`src/include/mtc_pkg.sv`:
```
// Package for the measurement threshold compare block: register map, fields, types.
package mtc_pkg;

  // ==========================================================
  // Register indices (byte address is four times the index)
  localparam logic [3:0] MTC_IDX_TEMP_HIGH = 4'h6;
  localparam logic [3:0] MTC_IDX_TEMP_LOW = 4'h7;
  localparam logic [3:0] MTC_IDX_FIRST_AUXILIARY_INPUT_HIGH = 4'h8;
  localparam logic [3:0] MTC_IDX_FIRST_AUXILIARY_INPUT_LOW = 4'h9;
  localparam logic [3:0] MTC_IDX_SECOND_AUXILIARY_INPUT_HIGH = 4'ha;
  localparam logic [3:0] MTC_IDX_SECOND_AUXILIARY_INPUT_LOW = 4'hb;
  localparam logic [3:0] MTC_IDX_CONFIG = 4'hc;

  // ==========================================================
  // Field layout
  localparam int MTC_LIMIT_W = 12;
  localparam int MTC_EN_BIT = 12;
  localparam int MTC_CFG_SCAN_TEMPERATURE_SELECT_BIT = 15;
  localparam int MTC_CFG_PINSEL_BIT = 9;
  localparam int MTC_CFG_FLAG_LSB = 3;
  localparam logic [11:0] MTC_LIMIT_LOW_RST = 12'h000;
  localparam logic [11:0] MTC_LIMIT_HIGH_RST = 12'hfff;

  // AXI responses
  localparam logic [1:0] MTC_RESP_OKAY = 2'b00;
  localparam logic [1:0] MTC_RESP_SLVERR = 2'b10;

  // ==========================================================
  // Types
  typedef enum logic [1:0]
  {
    MTC_CH_TEMP_A = 2'b00,
    MTC_CH_TEMP_B = 2'b01,
    MTC_CH_FIRST_AUXILIARY_INPUT = 2'b10,
    MTC_CH_SECOND_AUXILIARY_INPUT = 2'b11
  } mtc_chan_t;

  // One limit register: check enable plus 12-bit value
  typedef struct packed
  {
    logic en;
    logic [11:0] value;
  } mtc_limit_t;

  // Completed conversion from the measurement converter
  typedef struct packed
  {
    logic done;
    mtc_chan_t chan;
    logic [11:0] code;
  } mtc_conv_t;

  // Scan context from the sequencer
  typedef struct packed
  {
    logic auto_scan;
    logic [1:0] mode_select;
  } mtc_scan_t;

  // Flag order: temp high, temp low, first_auxiliary_input high, first_auxiliary_input low, second_auxiliary_input high, second_auxiliary_input low
  typedef logic [5:0] mtc_flags_t;

endpackage

```
`src/core/mtc_top.sv`:
```
// Measurement threshold compare block with an AXI4-Lite register slave.
`timescale 1ns/100ps

module mtc_top
  import mtc_pkg::*;
(
  // Clock and reset
  input wire logic clk_i,
  input wire logic rstn_i,
  // Converter results and scan context
  input wire mtc_conv_t conv_i,
  input wire mtc_scan_t scan_i,
  // Limit crossing outputs
  output logic irq_o,
  output logic pin_irq_o,
  output mtc_flags_t flags_o,
  // AXI4-Lite write address, data and response
  input wire logic [7:0] s_axi_awaddr,
  input wire logic s_axi_awvalid,
  output logic s_axi_awready,
  input wire logic [31:0] s_axi_wdata,
  input wire logic [3:0] s_axi_wstrb,
  input wire logic s_axi_wvalid,
  output logic s_axi_wready,
  output logic [1:0] s_axi_bresp,
  output logic s_axi_bvalid,
  input wire logic s_axi_bready,
  // AXI4-Lite read
  input wire logic [7:0] s_axi_araddr,
  input wire logic s_axi_arvalid,
  output logic s_axi_arready,
  output logic [31:0] s_axi_rdata,
  output logic [1:0] s_axi_rresp,
  output logic s_axi_rvalid,
  input wire logic s_axi_rready
);

  // ==========================================================
  // Helpers
  function automatic logic [3:0] word_index(input logic [7:0] addr);
    word_index = addr[5:2];
  endfunction

  function automatic logic addr_mapped(input logic [7:0] addr);
    logic [3:0] idx;
    idx = addr[5:2];
    addr_mapped = (addr[7:6] == 2'b00) && (idx >= MTC_IDX_TEMP_HIGH) && (idx <= MTC_IDX_CONFIG);
  endfunction

  // Limit word as seen on the bus; bits 15..13 always zero
  function automatic logic [31:0] limit_word(input mtc_limit_t lim);
    limit_word = 32'h0000_0000;
    limit_word[MTC_EN_BIT] = lim.en;
    limit_word[MTC_LIMIT_W-1:0] = lim.value;
  endfunction

  // Only bits 12..0 are taken; reserved bits are dropped
  function automatic mtc_limit_t limit_write(input mtc_limit_t old, input logic [31:0] data,
                                             input logic [3:0] strb);
    mtc_limit_t res;
    res = old;
    if (strb[0])
    begin
      res.value[7:0] = data[7:0];
    end
    if (strb[1])
    begin
      res.value[11:8] = data[11:8];
      res.en = data[MTC_EN_BIT];
    end
    limit_write = res;
  endfunction

  // ==========================================================
  // Register state
  mtc_limit_t temp_high_q, temp_high_d;
  mtc_limit_t temp_low_q, temp_low_d;
  mtc_limit_t first_auxiliary_input_high_q, first_auxiliary_input_high_d;
  mtc_limit_t first_auxiliary_input_low_q, first_auxiliary_input_low_d;
  mtc_limit_t second_auxiliary_input_high_q, second_auxiliary_input_high_d;
  mtc_limit_t second_auxiliary_input_low_q, second_auxiliary_input_low_d;
  logic scan_temp_sel_q, scan_temp_sel_d;
  logic pin_sel_q, pin_sel_d;
  // Compare results, declared here because the config read returns them
  mtc_flags_t flags_q, flags_d;

  // AXI slave state
  logic aw_held_q, aw_held_d;
  logic [7:0] aw_addr_q, aw_addr_d;
  logic w_held_q, w_held_d;
  logic [31:0] w_data_q, w_data_d;
  logic [3:0] w_strb_q, w_strb_d;
  logic bvalid_q, bvalid_d;
  logic [1:0] bresp_q, bresp_d;
  logic rvalid_q, rvalid_d;
  logic [1:0] rresp_q, rresp_d;
  logic [31:0] rdata_q, rdata_d;

  logic do_write;
  logic do_read;
  logic [3:0] wr_idx;

  // Write completes once both halves are held and no response is pending
  always_comb
  begin
    do_write = aw_held_q && w_held_q && !bvalid_q;
    do_read = s_axi_arvalid && !rvalid_q;
    wr_idx = word_index(aw_addr_q);
  end

  always_comb
  begin
    aw_held_d = aw_held_q;
    aw_addr_d = aw_addr_q;
    w_held_d = w_held_q;
    w_data_d = w_data_q;
    w_strb_d = w_strb_q;
    bvalid_d = bvalid_q;
    bresp_d = bresp_q;
    rvalid_d = rvalid_q;
    rresp_d = rresp_q;
    rdata_d = rdata_q;
    temp_high_d = temp_high_q;
    temp_low_d = temp_low_q;
    first_auxiliary_input_high_d = first_auxiliary_input_high_q;
    first_auxiliary_input_low_d = first_auxiliary_input_low_q;
    second_auxiliary_input_high_d = second_auxiliary_input_high_q;
    second_auxiliary_input_low_d = second_auxiliary_input_low_q;
    scan_temp_sel_d = scan_temp_sel_q;
    pin_sel_d = pin_sel_q;
    if (s_axi_awvalid && !aw_held_q)
    begin
      aw_held_d = 1'b1;
      aw_addr_d = s_axi_awaddr;
    end
    if (s_axi_wvalid && !w_held_q)
    begin
      w_held_d = 1'b1;
      w_data_d = s_axi_wdata;
      w_strb_d = s_axi_wstrb;
    end
    if (do_write)
    begin
      aw_held_d = 1'b0;
      w_held_d = 1'b0;
      bvalid_d = 1'b1;
      bresp_d = addr_mapped(aw_addr_q) ? MTC_RESP_OKAY : MTC_RESP_SLVERR;
      if (addr_mapped(aw_addr_q))
      begin
        case (wr_idx)
          MTC_IDX_TEMP_HIGH: temp_high_d = limit_write(temp_high_q, w_data_q, w_strb_q);
          MTC_IDX_TEMP_LOW: temp_low_d = limit_write(temp_low_q, w_data_q, w_strb_q);
          MTC_IDX_FIRST_AUXILIARY_INPUT_HIGH: first_auxiliary_input_high_d = limit_write(first_auxiliary_input_high_q, w_data_q, w_strb_q);
          MTC_IDX_FIRST_AUXILIARY_INPUT_LOW: first_auxiliary_input_low_d = limit_write(first_auxiliary_input_low_q, w_data_q, w_strb_q);
          MTC_IDX_SECOND_AUXILIARY_INPUT_HIGH: second_auxiliary_input_high_d = limit_write(second_auxiliary_input_high_q, w_data_q, w_strb_q);
          MTC_IDX_SECOND_AUXILIARY_INPUT_LOW: second_auxiliary_input_low_d = limit_write(second_auxiliary_input_low_q, w_data_q, w_strb_q);
          MTC_IDX_CONFIG:
          begin
            if (w_strb_q[1])
            begin
              scan_temp_sel_d = w_data_q[MTC_CFG_SCAN_TEMPERATURE_SELECT_BIT];
              pin_sel_d = w_data_q[MTC_CFG_PINSEL_BIT];
            end
          end
          default: ;
        endcase
      end
    end
    else if (bvalid_q && s_axi_bready)
    begin
      bvalid_d = 1'b0;
    end
    if (do_read)
    begin
      rvalid_d = 1'b1;
      rresp_d = addr_mapped(s_axi_araddr) ? MTC_RESP_OKAY : MTC_RESP_SLVERR;
      rdata_d = 32'h0000_0000;
      case (word_index(s_axi_araddr))
        MTC_IDX_TEMP_HIGH: rdata_d = limit_word(temp_high_q);
        MTC_IDX_TEMP_LOW: rdata_d = limit_word(temp_low_q);
        MTC_IDX_FIRST_AUXILIARY_INPUT_HIGH: rdata_d = limit_word(first_auxiliary_input_high_q);
        MTC_IDX_FIRST_AUXILIARY_INPUT_LOW: rdata_d = limit_word(first_auxiliary_input_low_q);
        MTC_IDX_SECOND_AUXILIARY_INPUT_HIGH: rdata_d = limit_word(second_auxiliary_input_high_q);
        MTC_IDX_SECOND_AUXILIARY_INPUT_LOW: rdata_d = limit_word(second_auxiliary_input_low_q);
        MTC_IDX_CONFIG:
        begin
          rdata_d[MTC_CFG_SCAN_TEMPERATURE_SELECT_BIT] = scan_temp_sel_q;
          rdata_d[MTC_CFG_PINSEL_BIT] = pin_sel_q;
          rdata_d[MTC_CFG_FLAG_LSB +: 6] = flags_q;
        end
        default: rdata_d = 32'h0000_0000;
      endcase
      if (!addr_mapped(s_axi_araddr))
      begin
        rdata_d = 32'h0000_0000;
      end
    end
    else if (rvalid_q && s_axi_rready)
    begin
      rvalid_d = 1'b0;
    end
  end

  always_ff @(posedge clk_i or negedge rstn_i)
  begin
    if (!rstn_i)
    begin
      aw_held_q <= 1'b0;
      aw_addr_q <= 8'h00;
      w_held_q <= 1'b0;
      w_data_q <= 32'h0000_0000;
      w_strb_q <= 4'h0;
      bvalid_q <= 1'b0;
      bresp_q <= MTC_RESP_OKAY;
      rvalid_q <= 1'b0;
      rresp_q <= MTC_RESP_OKAY;
      rdata_q <= 32'h0000_0000;
      temp_high_q <= '{en: 1'b0, value: MTC_LIMIT_HIGH_RST};
      temp_low_q <= '{en: 1'b0, value: MTC_LIMIT_LOW_RST};
      first_auxiliary_input_high_q <= '{en: 1'b0, value: MTC_LIMIT_HIGH_RST};
      first_auxiliary_input_low_q <= '{en: 1'b0, value: MTC_LIMIT_LOW_RST};
      second_auxiliary_input_high_q <= '{en: 1'b0, value: MTC_LIMIT_HIGH_RST};
      second_auxiliary_input_low_q <= '{en: 1'b0, value: MTC_LIMIT_LOW_RST};
      scan_temp_sel_q <= 1'b0;
      pin_sel_q <= 1'b0;
    end
    else
    begin
      aw_held_q <= aw_held_d;
      aw_addr_q <= aw_addr_d;
      w_held_q <= w_held_d;
      w_data_q <= w_data_d;
      w_strb_q <= w_strb_d;
      bvalid_q <= bvalid_d;
      bresp_q <= bresp_d;
      rvalid_q <= rvalid_d;
      rresp_q <= rresp_d;
      rdata_q <= rdata_d;
      temp_high_q <= temp_high_d;
      temp_low_q <= temp_low_d;
      first_auxiliary_input_high_q <= first_auxiliary_input_high_d;
      first_auxiliary_input_low_q <= first_auxiliary_input_low_d;
      second_auxiliary_input_high_q <= second_auxiliary_input_high_d;
      second_auxiliary_input_low_q <= second_auxiliary_input_low_d;
      scan_temp_sel_q <= scan_temp_sel_d;
      pin_sel_q <= pin_sel_d;
    end
  end

  // ==========================================================
  // Threshold compare
  // Flags hold the last result for each limit and only change on a new conversion
  logic irq_q, irq_d;
  logic pin_irq_q, pin_irq_d;
  logic temp_sel;
  logic temp_hit;
  mtc_chan_t temp_chan;

  always_comb
  begin
    temp_chan = scan_temp_sel_q ? MTC_CH_TEMP_B : MTC_CH_TEMP_A;
    if (!scan_i.auto_scan)
    begin
      temp_chan = scan_i.mode_select[0] ? MTC_CH_TEMP_B : MTC_CH_TEMP_A;
    end
    temp_sel = (conv_i.chan == temp_chan);
    temp_hit = conv_i.done && temp_sel;
    flags_d = flags_q;
    if (temp_hit)
    begin
      flags_d[5] = temp_high_q.en && (conv_i.code >= temp_high_q.value);
      flags_d[4] = temp_low_q.en && (conv_i.code <= temp_low_q.value);
    end
    if (conv_i.done && conv_i.chan == MTC_CH_FIRST_AUXILIARY_INPUT)
    begin
      flags_d[3] = first_auxiliary_input_high_q.en && (conv_i.code >= first_auxiliary_input_high_q.value);
      flags_d[2] = first_auxiliary_input_low_q.en && (conv_i.code <= first_auxiliary_input_low_q.value);
    end
    if (conv_i.done && conv_i.chan == MTC_CH_SECOND_AUXILIARY_INPUT)
    begin
      flags_d[1] = second_auxiliary_input_high_q.en && (conv_i.code >= second_auxiliary_input_high_q.value);
      flags_d[0] = second_auxiliary_input_low_q.en && (conv_i.code <= second_auxiliary_input_low_q.value);
    end
    irq_d = |flags_d;
    pin_irq_d = pin_sel_q && (|flags_d);
  end

  always_ff @(posedge clk_i or negedge rstn_i)
  begin
    if (!rstn_i)
    begin
      flags_q <= 6'b00_0000;
      irq_q <= 1'b0;
      pin_irq_q <= 1'b0;
    end
    else
    begin
      flags_q <= flags_d;
      irq_q <= irq_d;
      pin_irq_q <= pin_irq_d;
    end
  end

  // ==========================================================
  // Outputs
  assign irq_o = irq_q;
  assign pin_irq_o = pin_irq_q;
  assign flags_o = flags_q;
  assign s_axi_awready = !aw_held_q;
  assign s_axi_wready = !w_held_q;
  assign s_axi_bvalid = bvalid_q;
  assign s_axi_bresp = bresp_q;
  assign s_axi_arready = !rvalid_q;
  assign s_axi_rvalid = rvalid_q;
  assign s_axi_rresp = rresp_q;
  assign s_axi_rdata = rdata_q;

endmodule

```
`config.mk`:
```
export PLATFORM = sky130hd
export DESIGN_NAME = mtc_top
export DESIGN_NICKNAME = d
export VERILOG_FILES = /design/src/include/mtc_pkg.sv /design/src/core/mtc_top.sv
export SDC_FILE = /design/constraint.sdc
export NUM_CORES = 1
export LEC_CHECK = 0
export BUFFER_PORTS_ARGS = -buffer_cell sky130_fd_sc_hd__buf_2
export CAP_MARGIN = 20
export CORE_MARGIN = 4
export CORE_UTILIZATION = 57
export DETAILED_ROUTE_END_ITERATION = 10
export GPL_TIMING_DRIVEN = 1
export PLACE_DENSITY = 0.87
export SLEW_MARGIN = 0
export SYNTH_ARGS = -nofsm -noshare
export SYNTH_HDL_FRONTEND = slang
export SYNTH_SLANG_ARGS = --single-unit
```
`constraint.sdc`:
```
create_clock -name clk_i -period 3.5 [get_ports clk_i]
set_clock_uncertainty 0.15 [all_clocks]
set_input_delay 0.7 -clock clk_i [delete_from_list [all_inputs] [get_ports clk_i]]
set_output_delay 0.7 -clock clk_i [all_outputs]
set_load 0.005 [all_outputs]
```
Word level (Yosys, flattened, before mapping)
Index checks and enable logic that the tools add are counted.
- logic and storage cells: 126
- bits of input ports: 77
- flip-flop bits (word level): 154
- output and inout bits: 49
- reduce and logical (&&, ||, !) cells: 45
- multiplexer cells: 21
- eq/ne operators: 17
- order comparisons: 10
- operators with widths (operator ; count):
    $reduce_and 4->1 ; 13
    $pmux 7 s7 ; 1
    $eq 4x4->1 const B ; 10
    $ge 12x12->1 ; 3
    $le 12x12->1 ; 3
    $pmux 3 s6 ; 2
    $logic_and 1x1->1 ; 21
    $eq 4x3->1 const B ; 4
    $mux 16 ; 1
    $mux 2 ; 6
    $mux 1 ; 11
    $ge 4x3->1 const B ; 2
    $le 4x4->1 const B ; 2
    $reduce_bool 2->1 ; 4
    $reduce_or 6->1 ; 1
    $eq 2x2->1 const B ; 2
    $logic_not 1->1 ; 4
    $logic_not 2->1 ; 2
    $eq 2x2->1 ; 1

Longest topological paths before layout
Gate-level depths: netlist of the first run.
- depth after elaboration: 7
- depth in mapped cells: 8
- gate-level depth less buffers: 8

Least setup slack after synthesis of the first run
OpenSTA, ideal clock, no wires.
- path kind: input-to-reg
- start: in conv_i[0] (netlist bit)
- end: reg irq_q, in the netlist irq_o
- path slack: 616 ps
- path buffers: 0
- cell stages on the path: 8
- required time: 3211 ps
- arrival: 2595 ps
- setup time: 139 ps
- path through: inv_1 -> ha_1 -> nand2b_1 -> a2111oi_2 -> a2111oi_0 -> a2111oi_2 -> o31ai_1 -> or4_1
- longest elaborated chain between the ends: 4
- elaborated cells on any way between the ends: 16
- those cells by class: 6 x order compare; 3 x mux; 7 x reduce/logical
- ends and longest elaborated chain (what ; RTL line ; RTL):
    from (decl) ; mtc_top.sv:11 ; input wire mtc_conv_t conv_i,
    $ge 12x12->1 ; mtc_top.sv:276 ; flags_d[3] = first_auxiliary_input_high_q.en && (conv_i.code >= first_auxiliary_input_high_q.value);
    $logic_and 1x1->1 ; mtc_top.sv:276 ;
    $mux 2 ; mtc_top.sv:274 ; if (conv_i.done && conv_i.chan == MTC_CH_FIRST_AUXILIARY_INPUT)
    named net flags_d[3] ; mtc_top.sv:85 ; mtc_flags_t flags_q, flags_d;
    $reduce_or 6->1 ; mtc_top.sv:284 ; irq_d = |flags_d;
    named net irq_d ; mtc_top.sv:253 ; logic irq_q, irq_d;
    to (signal assigned) ; mtc_top.sv:299 ; irq_q <= irq_d;
    to (decl) ; mtc_top.sv:253 ;
The timed path passes the listed nets, and every way through them passes these cells.
A chain may end at the register's enable or synchronous reset.

Worst setup path in the final report of the first run
- start: reg first_auxiliary_input_high_q[10] (netlist bit)
- end: reg pin_irq_q, in the netlist pin_irq_o
- longest elaborated chain between the ends: 5
- ends and longest elaborated chain (what ; RTL line ; RTL):
    from (decl) ; mtc_top.sv:78 ; mtc_limit_t first_auxiliary_input_high_q, first_auxiliary_input_high_d;
    from (signal assigned) ; mtc_top.sv:220 ; first_auxiliary_input_high_q <= '{en: 1'b0, value: MTC_LIMIT_HIGH_RST};
    from (signal assigned) ; mtc_top.sv:241 ; first_auxiliary_input_high_q <= first_auxiliary_input_high_d;
    $ge 12x12->1 ; mtc_top.sv:276 ;
    $logic_and 1x1->1 ; mtc_top.sv:276 ;
    $mux 2 ; mtc_top.sv:274 ;
    named net flags_d[3] ; mtc_top.sv:85 ;
    $reduce_or 6->1 ; mtc_top.sv:285 ; pin_irq_d = pin_sel_q && (|flags_d);
    $logic_and 1x1->1 ; mtc_top.sv:285 ;
    named net pin_irq_d ; mtc_top.sv:254 ; logic pin_irq_q, pin_irq_d;
    to (signal assigned) ; mtc_top.sv:300 ; pin_irq_q <= pin_irq_d;
    to (decl) ; mtc_top.sv:254 ;
The timed path passes the listed nets, and every way through them passes these cells.

==> results.yml, run 1 <==
timing:
  fmax_mhz: 342.4
  fin_setup_tns_ps: 0
  min_period_ps: 2920
  tightest_slew_ps: 968.3
  fin_worst_hold_slack_ps: 126.3
  fin_crit_sh_pct: 83.44
  hold_viol: 0
  max-slew-margin-rel_pct: 33.78
  setup_viol: 0
  drv_slew: 0
  rsz0062_at_grt: "no"
  finalWorstSetupSlack_ps: 579.5
power_and_ir_drop:
  peakVddDrop_uv: 492.4
  power.share.combinational_pct: 28.8
  finalPower_mw: 6.320
  pwr-share-seq_pct: 44.4
  intPower_mw: 4.139
  p_per_area_nw_per_um2: 737.4
  p_sw_mw: 2.181
  p_leak_nw: 3.969
  netSwitchingFraction_pct: 34.52
  clkPwrFrac_pct: 26.8
place:
  io_buffers: 80
  dp_hpwl_um: 14380
  place_congestion: 1.001
  dpl_cell_area_um2: 7993
  place_ws_ps: 402.1
  post-place-cells: 916
final_layout:
  layout.nets: 912
  multiInputGateArea_um2: 3696
  diodes: 0
  area_delta_synth_final_pct: 15.46
  stdcell_count: 948
  drive_gt1_share_pct: 32.73
  fillers: 981
  final_cell_area_um2: 8571
  ff_latch_area_um2: 3298
  utilization_pct: 67.64
clock_tree:
  postCtsResizedCells: 0
  htree_levels: 4
  cts.sinks: 130
  cts_hold_buffers: 0
  clkLatencyLatePin_ps: 420
  cts_tree: "done"
  post-cts-setup-buffer-count: 0
  clk_pin_slew_ps: 50
  clk_path_buf_depth: 2
  cts_buffers: 17
  cts-root-buf: "clkbuf_16"
worst_setup_path:
  r2r-start: "first_auxiliary_input_high_q[10]"
  crit_fanout: 3
  worstSetupPathType: "reg -> reg"
  r2r_end: "pin_irq_o"
  worst-endpoint-required_ps: 3700
  worstRegToRegCells: 7
  cp-start-kind: "flop"
  end_kind: "flop"
  r2r_setup_slack_ps: 580
  arrival_ps: 3120
grt:
  grt_pass1_wl_um: 30480
  gr-usage-all-layers_pct: 27.16
  overflow: 0
  grt_pass1_vias: 5828
  antenna_found_initial: 0
  grt_max_degree: 48
yosys:
  synth.top_cell.area_share_pct: 31.69
  synth_seq_area_share_pct: 44.43
  synth_cell_type_count: 66
  netlist_instances: 671
  synthFlopType: "dfrtp_1"
  synth_edf_count: 0
  synth_top_area_cell: "dfrtp_1"
  syn_area_um2: 7423
  ys_ff_latch: 130
  syn-mean-instance-area_um2: 11.06
  synth-warning-count: 0
  async_flop_share_pct: 100.0
  synthTopCellsByArea: "dfrtp_1 32%, dfstp_2 13%, ha_1 12%, mux2_2 12%, inv_1 3.9%"
floorplanning:
  io_pins: 126
  die_h_um: 122.1
  core_um2: 12670
  die_w_um: 122.1
  rows: 41
  initial_core_util_pct: 58.59
  die_area_um2: 14910
outcome:
  outcome: "finished clean"
route:
  dr_total_vias: 5809
  vias_per_cell: 6.128
  first_pass_iters: 7
  routedWlPerCell_um: 20.25
  route.detailed.drc: 0
  wl_um: 19190
  antenna_left: 0
  drtIter0Drc: 597
flow_run:
  maxCapViolCount: 0
hold_path:
  hp-class: "in -> async"
-- synthesized netlist by cell type (14+ instances only) --
library cell / number
a222oi_1: 19
a22oi_1: 14
nand3_1: 14
buf_4: 20
ha_1: 72
nand2_1: 43
mux2_2: 78
o21ai_0: 33
dfstp_2: 36
dfrtp_1: 94
inv_1: 78
a21oi_1: 22
-- layout make-up --
class,instances,area share (%)
Inverter,78,3.416
Tap cell,172,2.511
Clock inverter,8,0.8905
Multi-Input combinational cell,446,43.12
Clock buffer,24,5.854
Sequential cell,130,38.48
Timing Repair Buffer,90,5.723
-- critical path, cell delays in order, from the launching register on --
cell,delay [ps]
dfstp_2,530
inv_1,60
ha_1,300
nand4_1,190
a2111oi_0,870
a2111oi_2,110
o31ai_1,410
o41a_1,220
-- registers in the layout (all words and copies together) (netlist names), 2 cells and up --
| register | cells |
|---|---|
| aw_addr_q | 6 |
| first_auxiliary_input_high_q | 13 |
| first_auxiliary_input_low_q | 13 |
| flags_o | 6 |
| s_axi_rdata | 14 |
| second_auxiliary_input_high_q | 13 |
| second_auxiliary_input_low_q | 13 |
| temp_high_q | 13 |
| temp_low_q | 13 |
| w_data_q | 14 |
| w_strb_q | 2 |
-- cell usage in the layout, fill, tap and decap left out, drive strengths merged, types with 2 or more instances in the layout --
cell,n
nor4b,2
nand2,43
and3b,2
a22o,13
nor4bb,2
o211ai,3
mux2i,3
ha,72
a22oi,14
conb,20
a21oi,22
clkbuf,24
or3,2
a2111oi,3
o21ai,35
and2,3
buf,90
a21o,12
and3,2
nor4,3
dfstp,36
a222oi,19
o2111ai,2
o21a,2
nor2,20
or4,3
clkinvlp,3
and2b,2
clkinv,4
inv,78
nand3b,3
nand3,14
nand4,12
a211oi,5
nor3b,2
nand2b,4
dfrtp,94
nor3,3
nor2b,5
mux2,80
-- layer usage --
metal / GRT usage (%) / wire length (um) / vias up
met5: 0 / 0 / -
met2: 41.33 / 8762 / 353
met3: 6.964 / 2095 / 61
met1: 35.87 / 7645 / 2792
met4: 14.28 / 689 / 0
li1: - / - / 2603
-- power by group through the flow --
stage	Clock (mW)	Sequential [mW]	Combinational, mW
after global routing	1.78	2.86	2.07
final	1.69	2.81	1.82
after floorplan	0	2.53	1.36
after detailed placement	0	2.79	1.78
after CTS	1.71	2.78	1.82
after global placement	0	2.73	1.67
-- kinds of logic (layout without fill, tap and decap cells) --
logic type,Yosys count,in the layout,share of synthesized area [%]
AO/OA/AOI/OAI,140,140,13.53
XOR/XNOR,1,1,0.1180
adder cells (fa/ha/maj),72,72,12.14
buffers and inverters,114,200,6.995
flip-flops,130,130,44.43
multiplexers,83,83,12.59
other,1,20,0.05052
AND/OR/NAND/NOR,130,130,10.15
-- worst max-delay path by stage --
stage	depth (start not counted)	from	end	slack, ps
CTS	7	first_auxiliary_input_high_q[10]	pin_irq_o	680
finish	7	first_auxiliary_input_high_q[10]	pin_irq_o	580
global placement	9	conv_i[0]	irq_o	380
global route	7	first_auxiliary_input_high_q[0]	irq_o	510
floorplan	8	conv_i[0]	irq_o	620
detailed placement	9	conv_i[0]	irq_o	400
No activity file was read; power rests on OpenSTA's default activity.
==> run 2: changes to the inputs <==
--- a/config.mk
+++ b/config.mk
@@ -8,10 +8,10 @@
 export BUFFER_PORTS_ARGS = -buffer_cell sky130_fd_sc_hd__buf_2
 export CAP_MARGIN = 20
 export CORE_MARGIN = 4
-export CORE_UTILIZATION = 57
+export CORE_UTILIZATION = 51
 export DETAILED_ROUTE_END_ITERATION = 10
 export GPL_TIMING_DRIVEN = 1
-export PLACE_DENSITY = 0.87
+export PLACE_DENSITY = 0.82
 export SLEW_MARGIN = 0
 export SYNTH_ARGS = -nofsm -noshare
 export SYNTH_HDL_FRONTEND = slang
==> constraint.sdc (replaced) <==
create_clock -name clk_i -period 2.4 [get_ports clk_i]
set_clock_uncertainty 0.15 [all_clocks]
set_input_delay 0.48 -clock clk_i [delete_from_list [all_inputs] [get_ports clk_i]]
set_output_delay 0.48 -clock clk_i [all_outputs]
set_load 0.005 [all_outputs]
==> results.yml, run 2 (same netlist as run 1, synthesis figures left out) <==
outcome:
  outcome: "finished with violations"
  failed_checks: "negative setup slack"
route:
  wl_um: 20280
  dr_total_vias: 6020
  drtIter0Drc: 591
  vias_per_cell: 5.800
  routedWlPerCell_um: 19.54
  first_pass_iters: 6
  route.detailed.drc: 0
  antenna_left: 0
timing:
  drv_slew: 0
  fin_crit_sh_pct: 108.3
  hold_viol: 0
  min_period_ps: 2599
  fmax_mhz: 384.7
  finalWorstSetupSlack_ps: -199.2
  setup_viol: 2
  tightest_slew_ps: 607.3
  max-slew-margin-rel_pct: 59.51
  rsz0062_at_grt: "yes"
clock_tree:
  cts_tree: "done"
  cts_buffers: 17
  clk_pin_slew_ps: 60
  cts-root-buf: "clkbuf_16"
  cts.sinks: 130
  htree_levels: 4
  clkLatencyLatePin_ps: 430
  clk_path_buf_depth: 2
final_layout:
  fillers: 1021
  multiInputGateArea_um2: 3867
  layout_commonest_cell: "dfrtp_1"
  stdcell_count: 1038
  drive_gt1_share_pct: 41.84
  area_delta_synth_final_pct: 27.32
  ff_latch_area_um2: 3299
  diodes: 0
  final_cell_mix: "93 x dfrtp_1, 81 x buf_2, 81 x buf_4"
  layout.nets: 994
power_and_ir_drop:
  peakVddDrop_uv: 699.3
  p_leak_nw: 4.416
  p_per_area_nw_per_um2: 1060
grt:
  gr-usage-all-layers_pct: 25.00
  grt_pass1_vias: 5990
  grt_pass1_wl_um: 31460
  antenna_found_initial: 0
  grt_max_degree: 45
  overflow: 0
floorplanning:
  io_pins: 126
  die_h_um: 128.6
  rows: 43
  core_um2: 14040
  initial_core_util_pct: 52.86
  die_area_um2: 16550
  die_w_um: 128.6
worst_setup_path:
  cpPeakStageDelay_ps: 530
  arrival_ps: 2740
  crit_family: "compound AO/OA/AOI/OAI gates"
  cp-start-kind: "flop"
  crit_fanout: 2
  crit_chain: "inv_2, ha_4, and3_4, a221oi_4, o221ai_2, a21oi_2, o211ai_1, or4_4"
  critPathBufInv: 1
  worstSetupPathType: "reg -> reg"
  critical-path-slowest-cell: "dfstp_2"
  end_kind: "flop"
  worst-endpoint-required_ps: 2540
flow_run:
  maxCapViolCount: 0
place:
  io_buffers: 80
  dp_hpwl_um: 14900
  place_ws_ps: -386.9
  place_congestion: 0.8950
  post-place-cells: 992
hold_path:
  hp-class: "in -> reg"
[run 2: cell count changes in the layout (fill, tap and decap cells not counted), sizes merged]
| cell | previous run | this run |
|---|---|---|
| clkinv | 4 | 2 |
| clkbuf | 24 | 27 |
| clkinvlp | 3 | 1 |
| dlygate4sd3 | 0 | 1 |
| buf | 90 | 171 |
| bufinv | 1 | 3 |
| inv | 78 | 77 |
[run 2: final cells by class]
| class | instances | share of cell area, % |
|---|---|---|
| repair buffers | 172 | 12.27 |
| clock inverters | 5 | 1.059 |
| clock buffers | 27 | 5.322 |
| multi-input cells | 446 | 40.92 |
| inverters | 78 | 3.137 |
| well taps | 180 | 2.383 |
| flip-flops and latches | 130 | 34.91 |
[run 2: repair_timing]
action                                 in CTS  in global routing
gates resized for setup                    14                 20
buffers inserted                            6                  8
gates cloned                                0                  1
hold buffers                                1                  0
pin swaps                                   8                 15
setup endpoints to repair                   2                 34
endpoints found under the hold margin      36                  0
[run 2: worst paths after layout]
kind	startpoint	end	slack [ps]	depth (start not counted)
worst min register to register	s_axi_rdata[6]	s_axi_rdata[6]	350	1
worst max register to register	second_auxiliary_input_high_q[7]	irq_o	-200	8
min in group asynchronous	rstn_i	second_auxiliary_input_low_q[4]	460	2
worst min-delay path	s_axi_bready	s_axi_bvalid	90	2
worst max-delay path	second_auxiliary_input_high_q[7]	irq_o	-200	8
max in group asynchronous	rstn_i	temp_high_q[2]	890	3
[run 2: metrics by stage]
step | hold WS (ps) | instance area [um^2] | setup TNS [ps] | utilization [%] | power (mW)
CTS | 77.18 | 9305 | -265.6 | 66.27 | 9.829
detailed placement | 340.1 | 8578 | -712.3 | 61.09 | 7.058
global placement | 326.8 | 8567 | -1626 | 61.01 | 6.861
floorplan | 34.41 | 7543 | 0 | - | 5.728
finish | 88.18 | 9452 | -289.7 | 67.31 | 10.02
global route | 81.86 | 9452 | -568.6 | 67.31 | 10.64
[run 2: worst register-to-register path: stages (launching register included)]
cell	delay, ps
dfstp_2	530
inv_2	50
ha_4	240
and3_4	190
a221oi_4	300
o221ai_2	160
a21oi_2	160
o211ai_1	160
or4_4	530
[run 2: layer usage]
layer | up-vias | global-route usage, % | part of all wire, %
met4 | 0 | 10.13 | 3.0
met5 | - | 0 | 0
met2 | 290 | 38.84 | 45
met3 | 53 | 6.642 | 9.3
li1 | 2761 | - | -
met1 | 2916 | 33.37 | 42
[run 2: power by group]
part | switching, mW | internal (mW) | leakage, nW
sequential | 0.859 | 3.17 | 1.61
clock | 0.909 | 1.74 | 0.296
combinational | 1.59 | 1.75 | 2.51
==> run 3: changes to the inputs <==
--- a/config.mk
+++ b/config.mk
@@ -8,10 +8,10 @@
 export BUFFER_PORTS_ARGS = -buffer_cell sky130_fd_sc_hd__buf_2
 export CAP_MARGIN = 20
 export CORE_MARGIN = 4
-export CORE_UTILIZATION = 51
+export CORE_UTILIZATION = 61
 export DETAILED_ROUTE_END_ITERATION = 10
 export GPL_TIMING_DRIVEN = 1
-export PLACE_DENSITY = 0.82
+export PLACE_DENSITY = 0.92
 export SLEW_MARGIN = 0
 export SYNTH_ARGS = -nofsm -noshare
 export SYNTH_HDL_FRONTEND = slang
==> constraint.sdc (replaced) <==
create_clock -name clk_i -period 3.03 [get_ports clk_i]
set_clock_uncertainty 0.15 [all_clocks]
set_input_delay 0.606 -clock clk_i [delete_from_list [all_inputs] [get_ports clk_i]]
set_output_delay 0.606 -clock clk_i [all_outputs]
set_load 0.005 [all_outputs]
==> results.yml, run 3 (same netlist as run 1, synthesis figures left out) <==
worst_setup_path:
  worst-endpoint-required_ps: 3170
  cpPeakStageDelay_ps: 560
  arrival_ps: 3060
  crit_chain: "ha_1, nand2b_1, a2111oi_2, a2111oi_0, a2111oi_2, o31ai_1, or4_1"
  crit_fanout: 3
  r2r_setup_slack_ps: 110
  cp-start-kind: "flop"
  end_kind: "flop"
  path_common_cell: "a2111oi_2"
  r2r_end: "irq_o"
  worstSetupPathType: "reg -> reg"
  critical-path-slowest-cell: "dfstp_2"
  r2r-start: "first_auxiliary_input_high_q[0]"
  worstRegToRegCells: 7
final_layout:
  ff_latch_area_um2: 3298
  area_delta_synth_final_pct: 15.94
  drive_gt1_share_pct: 33.29
  fillers: 803
  diodes: 0
  final_cell_mix: "94 x dfrtp_1, 79 x buf_2, 78 x inv_1, 78 x mux2_2, 72 x ha_1"
  final_cell_area_um2: 8607
  layout.nets: 920
  multiInputGateArea_um2: 3696
  layout_commonest_cell: "dfrtp_1"
  utilization_pct: 71.96
timing:
  setup_viol: 0
  fmax_mhz: 342.5
  min_period_ps: 2919
  rsz0062_at_grt: "no"
  hold_viol: 0
  fin_crit_sh_pct: 96.35
  drv_slew: 0
  tightest_slew_ps: 951.1
  max-slew-margin-rel_pct: 34.96
  finalWorstSetupSlack_ps: 110.5
floorplanning:
  rows: 40
  die_h_um: 118.3
  die_w_um: 118.3
  die_area_um2: 14000
  initial_core_util_pct: 62.06
  core_um2: 11960
  io_pins: 126
route:
  first_pass_iters: 8
  wl_um: 19930
  routedWlPerCell_um: 21.41
  vias_per_cell: 6.414
  drtIter0Drc: 532
  dr_total_vias: 5971
  routed-wl-met3_um: 2214
  route.detailed.drc: 0
  antenna_left: 0
  wl_met2_um: 9304
  drt-met1-wl_um: 7723
  top_layer_used: "met4"
grt:
  grt_max_degree: 59
  grt_pass1_vias: 6091
  antenna_found_initial: 0
  grt_pass1_wl_um: 31780
  gr-usage-all-layers_pct: 29.27
  overflow: 0
hold_path:
  hp-class: "in -> reg"
  hold_path.startpoint: "s_axi_bready"
  worstHoldPathCells: 2
  worstHoldEndpoint: "s_axi_bvalid"
power_and_ir_drop:
  pwr-share-seq_pct: 43.7
  peakVddDrop_uv: 597.0
  p_sw_mw: 2.585
  p_per_area_nw_per_um2: 863.3
  netSwitchingFraction_pct: 34.79
  p_leak_nw: 4.014
  intPower_mw: 4.845
  power.share.combinational_pct: 29.3
  clkPwrFrac_pct: 27.0
clock_tree:
  cts-root-buf: "clkbuf_16"
  cts_buffers: 17
  cts_tree: "done"
  htree_levels: 4
  clkLatencyLatePin_ps: 420
  clk_path_buf_depth: 2
  cts.sinks: 130
  clk_pin_slew_ps: 60
flow_run:
  maxCapViolCount: 0
place:
  place_congestion: 0.9619
  dp_hpwl_um: 14980
  dpl_cell_area_um2: 8014
  place_ws_ps: -29.71
  io_buffers: 80
outcome:
  outcome: "finished clean"
==> run 3: changes by cell type in the layout (fill, tap and decap cells not counted), moves of 4 or more <==
| cell | change |
|---|---|
| inv_1 | +5 |
| ha_4 | -5 |
| buf_4 | -64 |
| a211oi_2 | -4 |
| clkbuf_1 | -4 |
| inv_2 | -4 |
| ha_1 | +6 |
| a211oi_1 | +4 |
| buf_6 | -5 |
==> run 3: power by group through the flow <==
stage          Combinational [mW]  Clock (mW)  Sequential [mW]
6_report                     2.18        2.00             3.25
4_1_cts                      2.16        2.02             3.21
3_3_place_gp                 1.96           0             3.16
5_1_grt                      2.44        2.11             3.31
3_5_place_dp                 2.12           0             3.22
2_1_floorplan                1.57           0             2.93
==> run 3: worst max path at each step <==
stage,slack (ps),startpoint,cells past startpoint,end
floorplan,240,conv_i[0],8,irq_o
global placement,10,conv_i[0],9,irq_o
detailed placement,-30,conv_i[0],9,irq_o
CTS,150,first_auxiliary_input_high_q[0],7,irq_o
global route,40,first_auxiliary_input_high_q[0],7,irq_o
finish,110,first_auxiliary_input_high_q[0],7,irq_o
==> run 3: critical path: cells and delay by family (launching register included) <==
kind / cells / cell delay [ps]
and+or+nand+nor: 2 / 690
AOI/OAI and AO/OA: 4 / 1140
adders and majority gates: 1 / 240
DFF: 1 / 560
==> run 3: routing by layer <==
metal  up-vias  track usage [%]
li1       2618                -
met1      2921            36.69
met2       362            46.20
met3        70            9.043
met4         0            14.07
met5         -                0
==> run 3: per-stage QoR <==
stage / power [mW] / std cells / TNS (ps) / hold slack [ps]
final: 7.430 / 931 / 0 / 208.7
after global routing: 7.859 / 931 / 0 / 216.8
after CTS: 7.391 / 931 / 0 / 194.9
after detailed placement: 5.344 / 898 / -29.71 / 333.6
after global placement: 5.125 / 898 / 0 / 320.4
after floorplan: 4.496 / 690 / 0 / 160.4
==> run 3: layout make-up <==
class | count | area share [%]
multi-input combinational | 446 | 42.94
sequential | 130 | 38.32
timing repair buffer | 98 | 6.425
clock buffer | 22 | 5.510
inverter | 78 | 3.402
tap | 147 | 2.137
clock inverter | 10 | 1.265
==> run 3: timing repair <==
| item | CTS | global route |
|---|---|---|
| hold buffers | 1 | 0 |
| setup endpoints to repair | 0 | 1 |
| resized for setup | 0 | 1 |
| hold endpoints to repair | 28 | 0 |
| buffers inserted | 0 | 0 |
